--- config.mk ---
export PLATFORM = sky130hd
export DESIGN_NAME = twowire_channel
export DESIGN_NICKNAME = d
export VERILOG_FILES = /design/src/design/twowire_pkg.sv /design/src/design/twowire_channel.sv /design/src/design/twowire_prescaler.sv /design/src/design/twowire_halfbit.sv
export SDC_FILE = /design/constraint.sdc
export NUM_CORES = 1
export LEC_CHECK = 0
export ABC_AREA = 1
export BUFFER_PORTS_ARGS = -buffer_cell sky130_fd_sc_hd__clkbuf_2
export CELL_PAD_IN_SITES_DETAIL_PLACEMENT = 1
export CELL_PAD_IN_SITES_GLOBAL_PLACEMENT = 1
export CORE_UTILIZATION = 40
export DETAILED_ROUTE_END_ITERATION = 10
export PLACE_DENSITY = 0.73
export SLEW_MARGIN = 10
export SYNTH_ARGS = -nofsm -noshare
export SYNTH_HDL_FRONTEND = slang
export SYNTH_HIERARCHICAL = 1
export SYNTH_SLANG_ARGS = --single-unit
--- constraint.sdc ---
create_clock -name clk -period 3.95 [get_ports clk]
set_clock_uncertainty 0.15 [all_clocks]
set_input_delay 0.1975 -clock clk [delete_from_list [all_inputs] [get_ports clk]]
set_output_delay 0.1975 -clock clk [all_outputs]
set_load 0.01 [all_outputs]
--- src/design/twowire_pkg.sv ---
// Purpose : Shared constants and carriers for the simplified two-wire channel
// Assumes : One 100 MHz system clock, synchronous active-high reset
// Notes   : Register offsets are word indices on the plain register port
package twowire_pkg;

    // ****************************************************************
    // Register map
    // ****************************************************************
    localparam logic [3:0] OFF_MODE      = 4'h0;  // Channel mode, bit 15 picks prescaler
    localparam logic [3:0] OFF_PRESCALE  = 4'h1;  // Two 4-bit prescaler fields
    localparam logic [3:0] OFF_DATA_DIV  = 4'h2;  // Divider [15:9], data [7:0]
    localparam logic [3:0] OFF_START     = 4'h3;  // Write 1 to bit 0 starts channel
    localparam logic [3:0] OFF_STOP      = 4'h4;  // Write 1 to bit 0 stops channel
    localparam logic [3:0] OFF_STATUS    = 4'h5;  // Enabled, busy, ack error
    localparam logic [3:0] OFF_OUTPUT    = 4'h6;  // Line levels and output enable
    localparam logic [3:0] OFF_CONTROL   = 4'h7;  // Transmit / receive select

    // ****************************************************************
    // Field positions
    // ****************************************************************
    localparam int MODE_PS_BIT    = 15;  // Prescaler choice in mode register
    localparam int PS0_LSB        = 0;   // Prescaler 0 field
    localparam int PS1_LSB        = 4;   // Prescaler 1 field
    localparam int DIV_LSB        = 9;   // Divider field low bit
    localparam int OUT_DATA_BIT   = 0;   // Data line level
    localparam int OUT_CLOCK_BIT  = 8;   // Clock line level
    localparam int OUT_OE_BIT     = 15;  // Channel output enable
    localparam int CTL_RX_BIT     = 0;   // 1 receive, 0 transmit
    localparam int ST_EN_BIT      = 0;   // Channel enabled status
    localparam int ST_BUSY_BIT    = 1;   // Byte in progress
    localparam int ST_ACKERR_BIT  = 2;   // Not-acknowledge seen on transmit

    // ****************************************************************
    // Reset values and frame shape
    // ****************************************************************
    localparam logic [15:0] RST_OUTPUT = 16'h0101;  // Both lines released high
    localparam logic [15:0] RST_DIV    = 16'h0200;  // Divider 1
    localparam int          FRAME_BITS = 9;         // 8 data bits plus acknowledge

    // Register bus request carrier
    typedef struct packed {
        logic [3:0]  addr;   // Word index
        logic [15:0] wdata;  // Write data
        logic        wr;     // Write strobe
        logic        rd;     // Read strobe
    } reg_req_t;

    // Open-drain pin carrier
    typedef struct packed {
        logic scl_out;  // Clock pin output level
        logic scl_oe;   // Clock pin driven low
        logic sda_out;  // Data pin output level
        logic sda_oe;   // Data pin driven low
    } pin_drive_t;

endpackage

--- src/design/twowire_channel.sv ---
// Purpose : Master-only simplified two-wire channel with software stop
// Assumes : Register port strobes one cycle long; pins are open drain
// Notes   : Start and stop conditions are formed by software line levels
//
// Overview of operation
// - Last received byte: data line left released
// - Stop trigger clears enabled status, halts
// - Bit rate is fmck over divider+1 over two
// - Serial clock has fifty percent duty
// - Mode bit 15 picks prescaler field
// - Prescaler k divides clock by two^k
// - Eight bits MSB first, then acknowledge
`timescale 1ns/1ps
module twowire_channel
    import twowire_pkg::*;
(
    // Clock and reset
    input  wire logic        clk,
    input  wire logic        rst,
    // Register port
    input  wire logic [3:0]  reg_addr,
    input  wire logic [15:0] reg_wdata,
    input  wire logic        reg_wr,
    input  wire logic        reg_rd,
    output logic      [15:0] reg_rdata,
    // Clock pin
    input  wire logic        scl_in,
    output logic             scl_out,
    output logic             scl_oe,
    // Data pin
    input  wire logic        sda_in,
    output logic             sda_out,
    output logic             sda_oe
);

    // ****************************************************************
    // Declarations
    // ****************************************************************
    reg_req_t    req;                  // Register request
    pin_drive_t  pins;                 // Registered pin drive

    logic [15:0] chan_mode_reg;        // Mode register
    logic [15:0] prescaler_select_reg; // Two prescaler fields
    logic [15:0] chan_data_divider_reg;// Divider and data
    logic [15:0] out_reg;              // Line levels, enable

    logic        rx_mode;              // Receive when set
    logic        chan_enabled_status;  // Channel running

    logic        ack_error;            // Sticky nack flag
    logic        busy;                 // Byte frame in progress

    logic [3:0]  bit_idx;              // Bit within frame, 0..8
    logic        scl_phase;            // Generated clock level

    logic [7:0]  shifter;              // Shift register

    // Operation clock chain
    logic [3:0]  ps0_tick_sel;         // Prescaler 0 field
    logic        tick0;                // Prescaler 0 enable
    logic        tick1;                // Prescaler 1 enable

    logic        op_tick;              // Selected operation clock
    logic        half;                 // End of half-bit

    // Decoded fields and strobes
    logic        clock_line_level;     // Software clock level
    logic        data_line_level;      // Software data level
    logic        chan_output_enable;   // Receive ack slot drives data line low

    logic        chan_stop_trigger;    // Stop write decoded
    logic        start_trigger;        // Start write decoded
    logic        data_write;           // Data write decoded

    logic        prescaler_choice_bit; // Operation clock choice
    logic [6:0]  divider;              // Divider field

    logic [15:0] next_rdata;           // Read mux
    logic [15:0] status_word;          // Status read value

    logic        fall_edge;            // End of high phase
    logic        rise_edge;            // End of low phase

    logic        ack_slot;             // Ninth bit
    logic        next_sda;             // Frame data level

    assign req = '{addr: reg_addr, wdata: reg_wdata, wr: reg_wr, rd: reg_rd};

    // ****************************************************************
    // Decode
    // ****************************************************************
    assign chan_stop_trigger    = req.wr && (req.addr == OFF_STOP) && req.wdata[0];
    assign start_trigger        = req.wr && (req.addr == OFF_START) && req.wdata[0];
    assign data_write           = req.wr && (req.addr == OFF_DATA_DIV);

    assign prescaler_choice_bit = chan_mode_reg[MODE_PS_BIT];
    assign divider              = chan_data_divider_reg[DIV_LSB +: 7];

    assign clock_line_level     = out_reg[OUT_CLOCK_BIT];
    assign data_line_level      = out_reg[OUT_DATA_BIT];
    assign chan_output_enable   = out_reg[OUT_OE_BIT];

    assign ps0_tick_sel         = prescaler_select_reg[PS0_LSB +: 4];

    // ****************************************************************
    // Operation clock
    // ****************************************************************
    twowire_prescaler #(.CNT_W(15)) u_ps0 (
        .clk   (clk),
        .rst   (rst),
        .shift (ps0_tick_sel),
        .tick  (tick0)
    );

    twowire_prescaler #(.CNT_W(15)) u_ps1 (
        .clk   (clk),
        .rst   (rst),
        .shift (prescaler_select_reg[PS1_LSB +: 4]),
        .tick  (tick1)
    );

    assign op_tick = prescaler_choice_bit ? tick1 : tick0;

    twowire_halfbit u_half (
        .clk     (clk),
        .rst     (rst),
        .run     (busy),
        .op_tick (op_tick),
        .divider (divider),
        .half    (half)
    );

    assign fall_edge = half && scl_phase;

    assign rise_edge = half && !scl_phase;

    assign ack_slot  = (bit_idx == 4'(FRAME_BITS - 1));

    // ****************************************************************
    // Configuration registers
    // ****************************************************************
    // Plain stores; data register also written by received bits below
    always_ff @(posedge clk) begin
        if (rst) begin
            chan_mode_reg        <= '0;
            prescaler_select_reg <= '0;
            out_reg              <= RST_OUTPUT;
            rx_mode              <= 1'b0;
        end else if (req.wr) begin
            case (req.addr)
                OFF_MODE:     chan_mode_reg        <= req.wdata;
                OFF_PRESCALE: prescaler_select_reg <= req.wdata;
                OFF_OUTPUT:   out_reg              <= req.wdata;
                OFF_CONTROL:  rx_mode              <= req.wdata[CTL_RX_BIT];
                default:      ;
            endcase
        end
    end

    // ****************************************************************
    // Channel enable
    // ****************************************************************
    // Stop wins over start written in the same cycle
    always_ff @(posedge clk) begin
        if (rst) begin
            chan_enabled_status <= 1'b0;
        end else if (chan_stop_trigger) begin
            chan_enabled_status <= 1'b0;
        end else if (start_trigger) begin
            chan_enabled_status <= 1'b1;
        end
    end

    // ****************************************************************
    // Byte engine
    // ****************************************************************
    // A data write while enabled and idle launches one 9-bit frame.
    // Clock starts low: start condition left it low from software.
    always_ff @(posedge clk) begin
        if (rst || chan_stop_trigger || !chan_enabled_status) begin
            busy      <= 1'b0;
            bit_idx   <= '0;
            scl_phase <= 1'b0;
        end else if (!busy) begin
            if (data_write) begin
                busy      <= 1'b1;
                bit_idx   <= '0;
                scl_phase <= 1'b0;
            end
        end else if (rise_edge) begin
            scl_phase <= 1'b1;
        end else if (fall_edge) begin
            scl_phase <= 1'b0;
            if (ack_slot) begin
                busy    <= 1'b0;
                bit_idx <= '0;
            end else begin
                bit_idx <= bit_idx + 4'h1;
            end
        end
    end

    // Data register: software writes, receive shifts in MSB first
    always_ff @(posedge clk) begin
        if (rst) begin
            chan_data_divider_reg <= RST_DIV;
        end else if (data_write && !busy) begin
            chan_data_divider_reg <= req.wdata;
        end else if (busy && rise_edge && !ack_slot && rx_mode) begin
            chan_data_divider_reg[7:0] <= {chan_data_divider_reg[6:0], sda_in};
        end
    end

    // Transmit shifter, MSB first
    always_ff @(posedge clk) begin
        if (rst) begin
            shifter <= 8'hFF;
        end else if (data_write && !busy) begin
            shifter <= req.wdata[7:0];
        end else if (busy && fall_edge && !ack_slot) begin
            shifter <= {shifter[6:0], 1'b1};
        end
    end

    // Not-acknowledge on transmit is sticky until start
    always_ff @(posedge clk) begin
        if (rst) begin
            ack_error <= 1'b0;
        end else if (busy && rise_edge && ack_slot && !rx_mode && sda_in) begin
            ack_error <= 1'b1;
        end else if (start_trigger) begin
            ack_error <= 1'b0;
        end
    end

    // ****************************************************************
    // Pin drive
    // ****************************************************************
    // Ack slot on receive drives low only while output enable is set;
    // software clears it ahead of the last byte.
    // no ack on last byte
    assign next_sda = !ack_slot ? (rx_mode ? 1'b1 : shifter[7])
                                : (rx_mode ? !chan_output_enable : 1'b1);

    always_ff @(posedge clk) begin
        if (rst) begin
            pins <= '{scl_out: 1'b1, scl_oe: 1'b0, sda_out: 1'b1, sda_oe: 1'b0};
        end else if (busy) begin
            pins.scl_out <= 1'b0;
            pins.scl_oe  <= !scl_phase;
            pins.sda_out <= 1'b0;
            pins.sda_oe  <= !next_sda;
        end else begin
            pins.scl_out <= 1'b0;
            pins.scl_oe  <= !clock_line_level;
            pins.sda_out <= 1'b0;
            pins.sda_oe  <= !data_line_level;
        end
    end

    assign scl_out = pins.scl_out;
    assign scl_oe  = pins.scl_oe;

    assign sda_out = pins.sda_out;
    assign sda_oe  = pins.sda_oe;

    // ****************************************************************
    // Read back
    // ****************************************************************
    assign status_word = 16'({ack_error, busy, chan_enabled_status});

    always_comb begin
        case (req.addr)
            OFF_MODE:     next_rdata = chan_mode_reg;
            OFF_PRESCALE: next_rdata = prescaler_select_reg;
            OFF_DATA_DIV: next_rdata = chan_data_divider_reg;
            OFF_STATUS:   next_rdata = status_word;
            OFF_OUTPUT:   next_rdata = out_reg;
            OFF_CONTROL:  next_rdata = {15'h0000, rx_mode};
            default:      next_rdata = 16'h0000;
        endcase
    end

    // Read data stands one cycle after the strobe, zero otherwise
    always_ff @(posedge clk) begin
        if (rst || !req.rd) begin
            reg_rdata <= 16'h0000;
        end else begin
            reg_rdata <= next_rdata;
        end
    end

endmodule

--- src/design/twowire_prescaler.sv ---
// Purpose : Operation clock enable from a power-of-two prescaler
// Assumes : Free-running system clock
// Notes   : One-cycle enable pulse, never a derived clock
`timescale 1ns/1ps
module twowire_prescaler
    import twowire_pkg::*;
#(
    parameter int CNT_W = 15
) (
    // Clock and reset
    input  wire logic       clk,
    input  wire logic       rst,
    // Control
    input  wire logic [3:0] shift,   // Divide by 2**shift
    // Enable out
    output logic            tick
);

    // Shift 15 needs a 15-bit counter
    if (CNT_W < 15) begin : g_bad_width
        $error("CNT_W too small");
    end

    logic [CNT_W-1:0] count;      // Free-running counter
    logic [CNT_W-1:0] mask;       // Low bits that must be all ones
    logic [CNT_W-1:0] next_count;

    // ****************************************************************
    // Divider
    // ****************************************************************
    // power-of-two divide
    assign mask       = CNT_W'((32'h1 << shift) - 32'h1);
    assign next_count = count + CNT_W'(1);
    assign tick       = ((count & mask) == mask);

    // Counter advances every cycle; shift 0 gives a tick each cycle
    always_ff @(posedge clk) begin
        if (rst) begin
            count <= '0;
        end else begin
            count <= next_count;
        end
    end

endmodule

--- src/design/twowire_halfbit.sv ---
// Purpose : Half-bit period timer for the serial clock
// Assumes : Operation clock given as enable pulse
// Notes   : Symmetric high and low phases
`timescale 1ns/1ps
module twowire_halfbit
    import twowire_pkg::*;
(
    // Clock and reset
    input  wire logic       clk,
    input  wire logic       rst,
    // Control
    input  wire logic       run,     // Held low restarts the phase
    input  wire logic       op_tick, // Operation clock enable
    input  wire logic [6:0] divider, // Divider field
    // Phase end pulse
    output logic            half
);

    logic [6:0] count;  // Operation clocks within phase

    assign half = run && op_tick && (count == divider);

    always_ff @(posedge clk) begin
        if (rst || !run) begin
            count <= '0;
        end else if (half) begin
            count <= '0;
        end else if (op_tick) begin
            count <= count + 7'h01;
        end
    end

endmodule

==> impl_metrics.env <==
export IMPL_final_max_slew_violation_count=0
export IMPL_crit_family="simple AND/OR/NAND/NOR gates"
export IMPL_synth_top_area_share_pct=40.62
export IMPL_wl_um=19930
export IMPL_grt_pass1_vias=6539
export IMPL_rsz0062_at_grt="no"
export IMPL_synth_compound_area_share_pct=16.12
export IMPL_dr_first_iter_drc_count=291
export IMPL_crit_path_start_kind="flop"
export IMPL_max_stage_delay_ns=0.39
export IMPL_cp_arrival_ns=3.65
export IMPL_clk_latency_ns=0.43
export IMPL_io_buffers=44
export IMPL_place_congestion=0.8120
export IMPL_vias_per_cell=5.096
export IMPL_dp_hpwl_um=13510
export IMPL_crit_top_cell="nand2_1"
export IMPL_numCtsBuffers=17
export IMPL_status="complete, no violations"
export IMPL_finalCritPeriodShare_pct=89.65
export IMPL_power_density_nw_per_um2=410.5
export IMPL_numPlacedInstances=1217
export IMPL_hp_class="in -> reg"
export IMPL_cts_tree="built"
export IMPL_instances_no_fill=1267
export IMPL_die_y_um=131.9
export IMPL_max_freq_ghz=0.2824
export IMPL_ant_nets=0
export IMPL_syn2layout_area_growth_pct=17.27
export IMPL_avgSynthCellArea_um2=6.917
export IMPL_cts_setup_buffers=0
export IMPL_grt_util_all_layers_pct=23.93
export IMPL_worst_pin_slew_ns=1.123
export IMPL_yosysWarnings=6
export IMPL_drt_pass1_iter_count=4
export IMPL_crit_required_ns=4.06
export IMPL_ios=46
export IMPL_grt_pass1_wl_um=32940
export IMPL_antenna_cells=0
export IMPL_synth_seq_cells=137
export IMPL_clockRootBuffer="clkbuf_16"
export IMPL_drc=0
export IMPL_cts_sinks=137
export IMPL_finalSetupViolations=0
export IMPL_ys_types=36
export IMPL_synth_edff_count=0
export IMPL_hold_violations=0
export IMPL_max_cap_violations=0
export IMPL_start_util_pct=40.86
export IMPL_worst_setup_path_end_kind="flop"
export IMPL_final_setup_tns_ns=0
export IMPL_p_total_mw=3.250
export IMPL_ir_drop_v=0.0003123
export IMPL_critPathKind="reg -> reg"
export IMPL_slew_headroom_pct=24.96
export IMPL_fp_coreArea_um2=16520
export IMPL_ys_top_cells_by_area="dfxtp_1 (41%), nand2_1 (11%), inv_1 (7.3%)"
export IMPL_row_count=47
export IMPL_ys_flop_type="dfxtp_1"
export IMPL_synth_mux_area_share_pct=0
export IMPL_via_count=6457
export IMPL_drive_above_1_share_pct=15.28
export IMPL_fp_dieArea_um2=17400
export IMPL_antenna_found_initial=0
export IMPL_synth_cells=976
export IMPL_synth_nets=1009
export IMPL_syn_area_um2=6751
export IMPL_cts_max_level=4
export IMPL_yosys_area_top_type="dfxtp_1"
export IMPL_cts_buffer_depth=2
export IMPL_synth_xor_area_share_pct=0.9081
export IMPL_grt_max_degree=65
export IMPL_async_flop_share_pct=0
export IMPL_synthSimpleGateAreaFrac_pct=30.15
export IMPL_fin_nets=1067
export IMPL_synth_seq_area_share_pct=40.62
export IMPL_cpMaxStageDelayCell="dfxtp_2"
export IMPL_cp_num_buf_inv=5
export IMPL_path_clk_slew_ns=0.06
export IMPL_synth_top_family_by_area="simple AND/OR/NAND/NOR gates"
export IMPL_synthAdderAreaFrac_pct=1.297
export IMPL_fillers=2153
export IMPL_wl_per_cell_um=15.73
export IMPL_finalCriticalPeriod_ns=3.541
export IMPL_grt_overflow=0
export IMPL_crit_fanout=8
export IMPL_p_leak_nw=3.108
export IMPL_dieWidth_um=131.9
## layout make-up
cell class | instances | area, µm² | area share [%]
Multi-Input combinational cell | 658 | 3283 | 41.47
Clock inverter | 14 | 150.1 | 1.896
Sequential cell | 137 | 2746 | 34.69
Inverter | 150 | 563.0 | 7.111
Timing Repair Buffer | 70 | 460.4 | 5.815
Clock buffer | 18 | 439.2 | 5.547
Tap cell | 220 | 275.3 | 3.477
## tightest hold or removal path, delay by kind of cell
kind                   cells  cell delay, ns
buffers and inverters      1            0.18
AND/OR/NAND/NOR            1            0.12
AO/OA/AOI/OAI              1            0.06
## cell usage in the layout (no fill, tap or decap), drive strengths merged, types with 2 or more instances in the layout
cell type,count
o22ai,20
dfxtp,137
o21ai,83
dlygate4sd3,18
clkinvlp,6
bufinv,2
inv,148
ha,7
nand3,73
nand4,14
nor2,113
nor4,2
o21a,4
a21oi,95
buf,8
nand3b,3
nand2,216
nor3,15
xor2,6
clkbuf,62
o21bai,2
clkinv,8
## timing repair
action | 4_1_cts | 5_1_grt
endpoints found under the hold margin | 54 | 0
endpoints found under the setup margin | 0 | 17
hold buffers | 18 | 0
resized for setup | 0 | 6
## worst paths after layout
| path | startpoint | end | slack [ns] | cells past startpoint |
|---|---|---|---|---|
| worst min-delay path | reg_wr | chan_mode_reg[1]$_SDFFE_PP0P_ | 0.03 | 3 |
| worst min register to register | out_reg[5]$_SDFFE_PP0P_ | out_reg[5]$_SDFFE_PP0P_ | 0.30 | 2 |
| worst max register to register | prescaler_select_reg[1]$_SDFFE_PP0P_ | shifter[5]$_SDFFE_PP1P_ | 0.41 | 27 |
| worst max-delay path | prescaler_select_reg[1]$_SDFFE_PP0P_ | shifter[5]$_SDFFE_PP1P_ | 0.41 | 27 |
## synthesized netlist by cell type (all sizes together), types with 6 or more instances
cell,n
nor2,113
dfxtp,137
inv,147
nand2,216
clkbuf,12
o21ai,83
buf,19
nand4,14
o22ai,20
nand3,73
nor3,15
a21oi,95
ha,7
xor2,6
## kinds of logic after synthesis
logic type      Yosys count
buf+inv                 181
simple gates            438
compound gates          206
fa+ha+maj                 7
flops                   137
xor+xnor                  7
## power by group
group | switching, mW | internal (mW) | leakage [nW]
Sequential | 0.0159 | 1.40 | 1.11
Combinational | 0.161 | 0.0864 | 1.73
Clock | 0.637 | 0.946 | 0.271
## per-layer routing
metal / track usage, % / wire (µm) / up-vias
li1: - / - / 3262
met1: 29.75 / 9258 / 3078
met2: 41.53 / 9677 / 89
met3: 4.383 / 611 / 28
met4: 8.010 / 380 / 0
met5: 0 / 0 / -
## through the flow
| step | util, % | instance area, µm² | hold WS (ns) | setup slack [ns] |
|---|---|---|---|---|
| 2_1_floorplan | - | 6751 | 0.07522 | 0.8827 |
| 3_3_place_gp | 43.17 | 7134 | 0.2864 | 0.4005 |
| 3_5_place_dp | 43.17 | 7134 | 0.2985 | 0.2731 |
| 4_1_cts | 47.83 | 7904 | 0.001360 | 0.1823 |
| 5_1_grt | 47.91 | 7918 | 0.03530 | 0.04337 |
| 6_report | 47.91 | 7918 | 0.03014 | 0.4089 |
No activity file was read; power rests on OpenSTA's default activity.
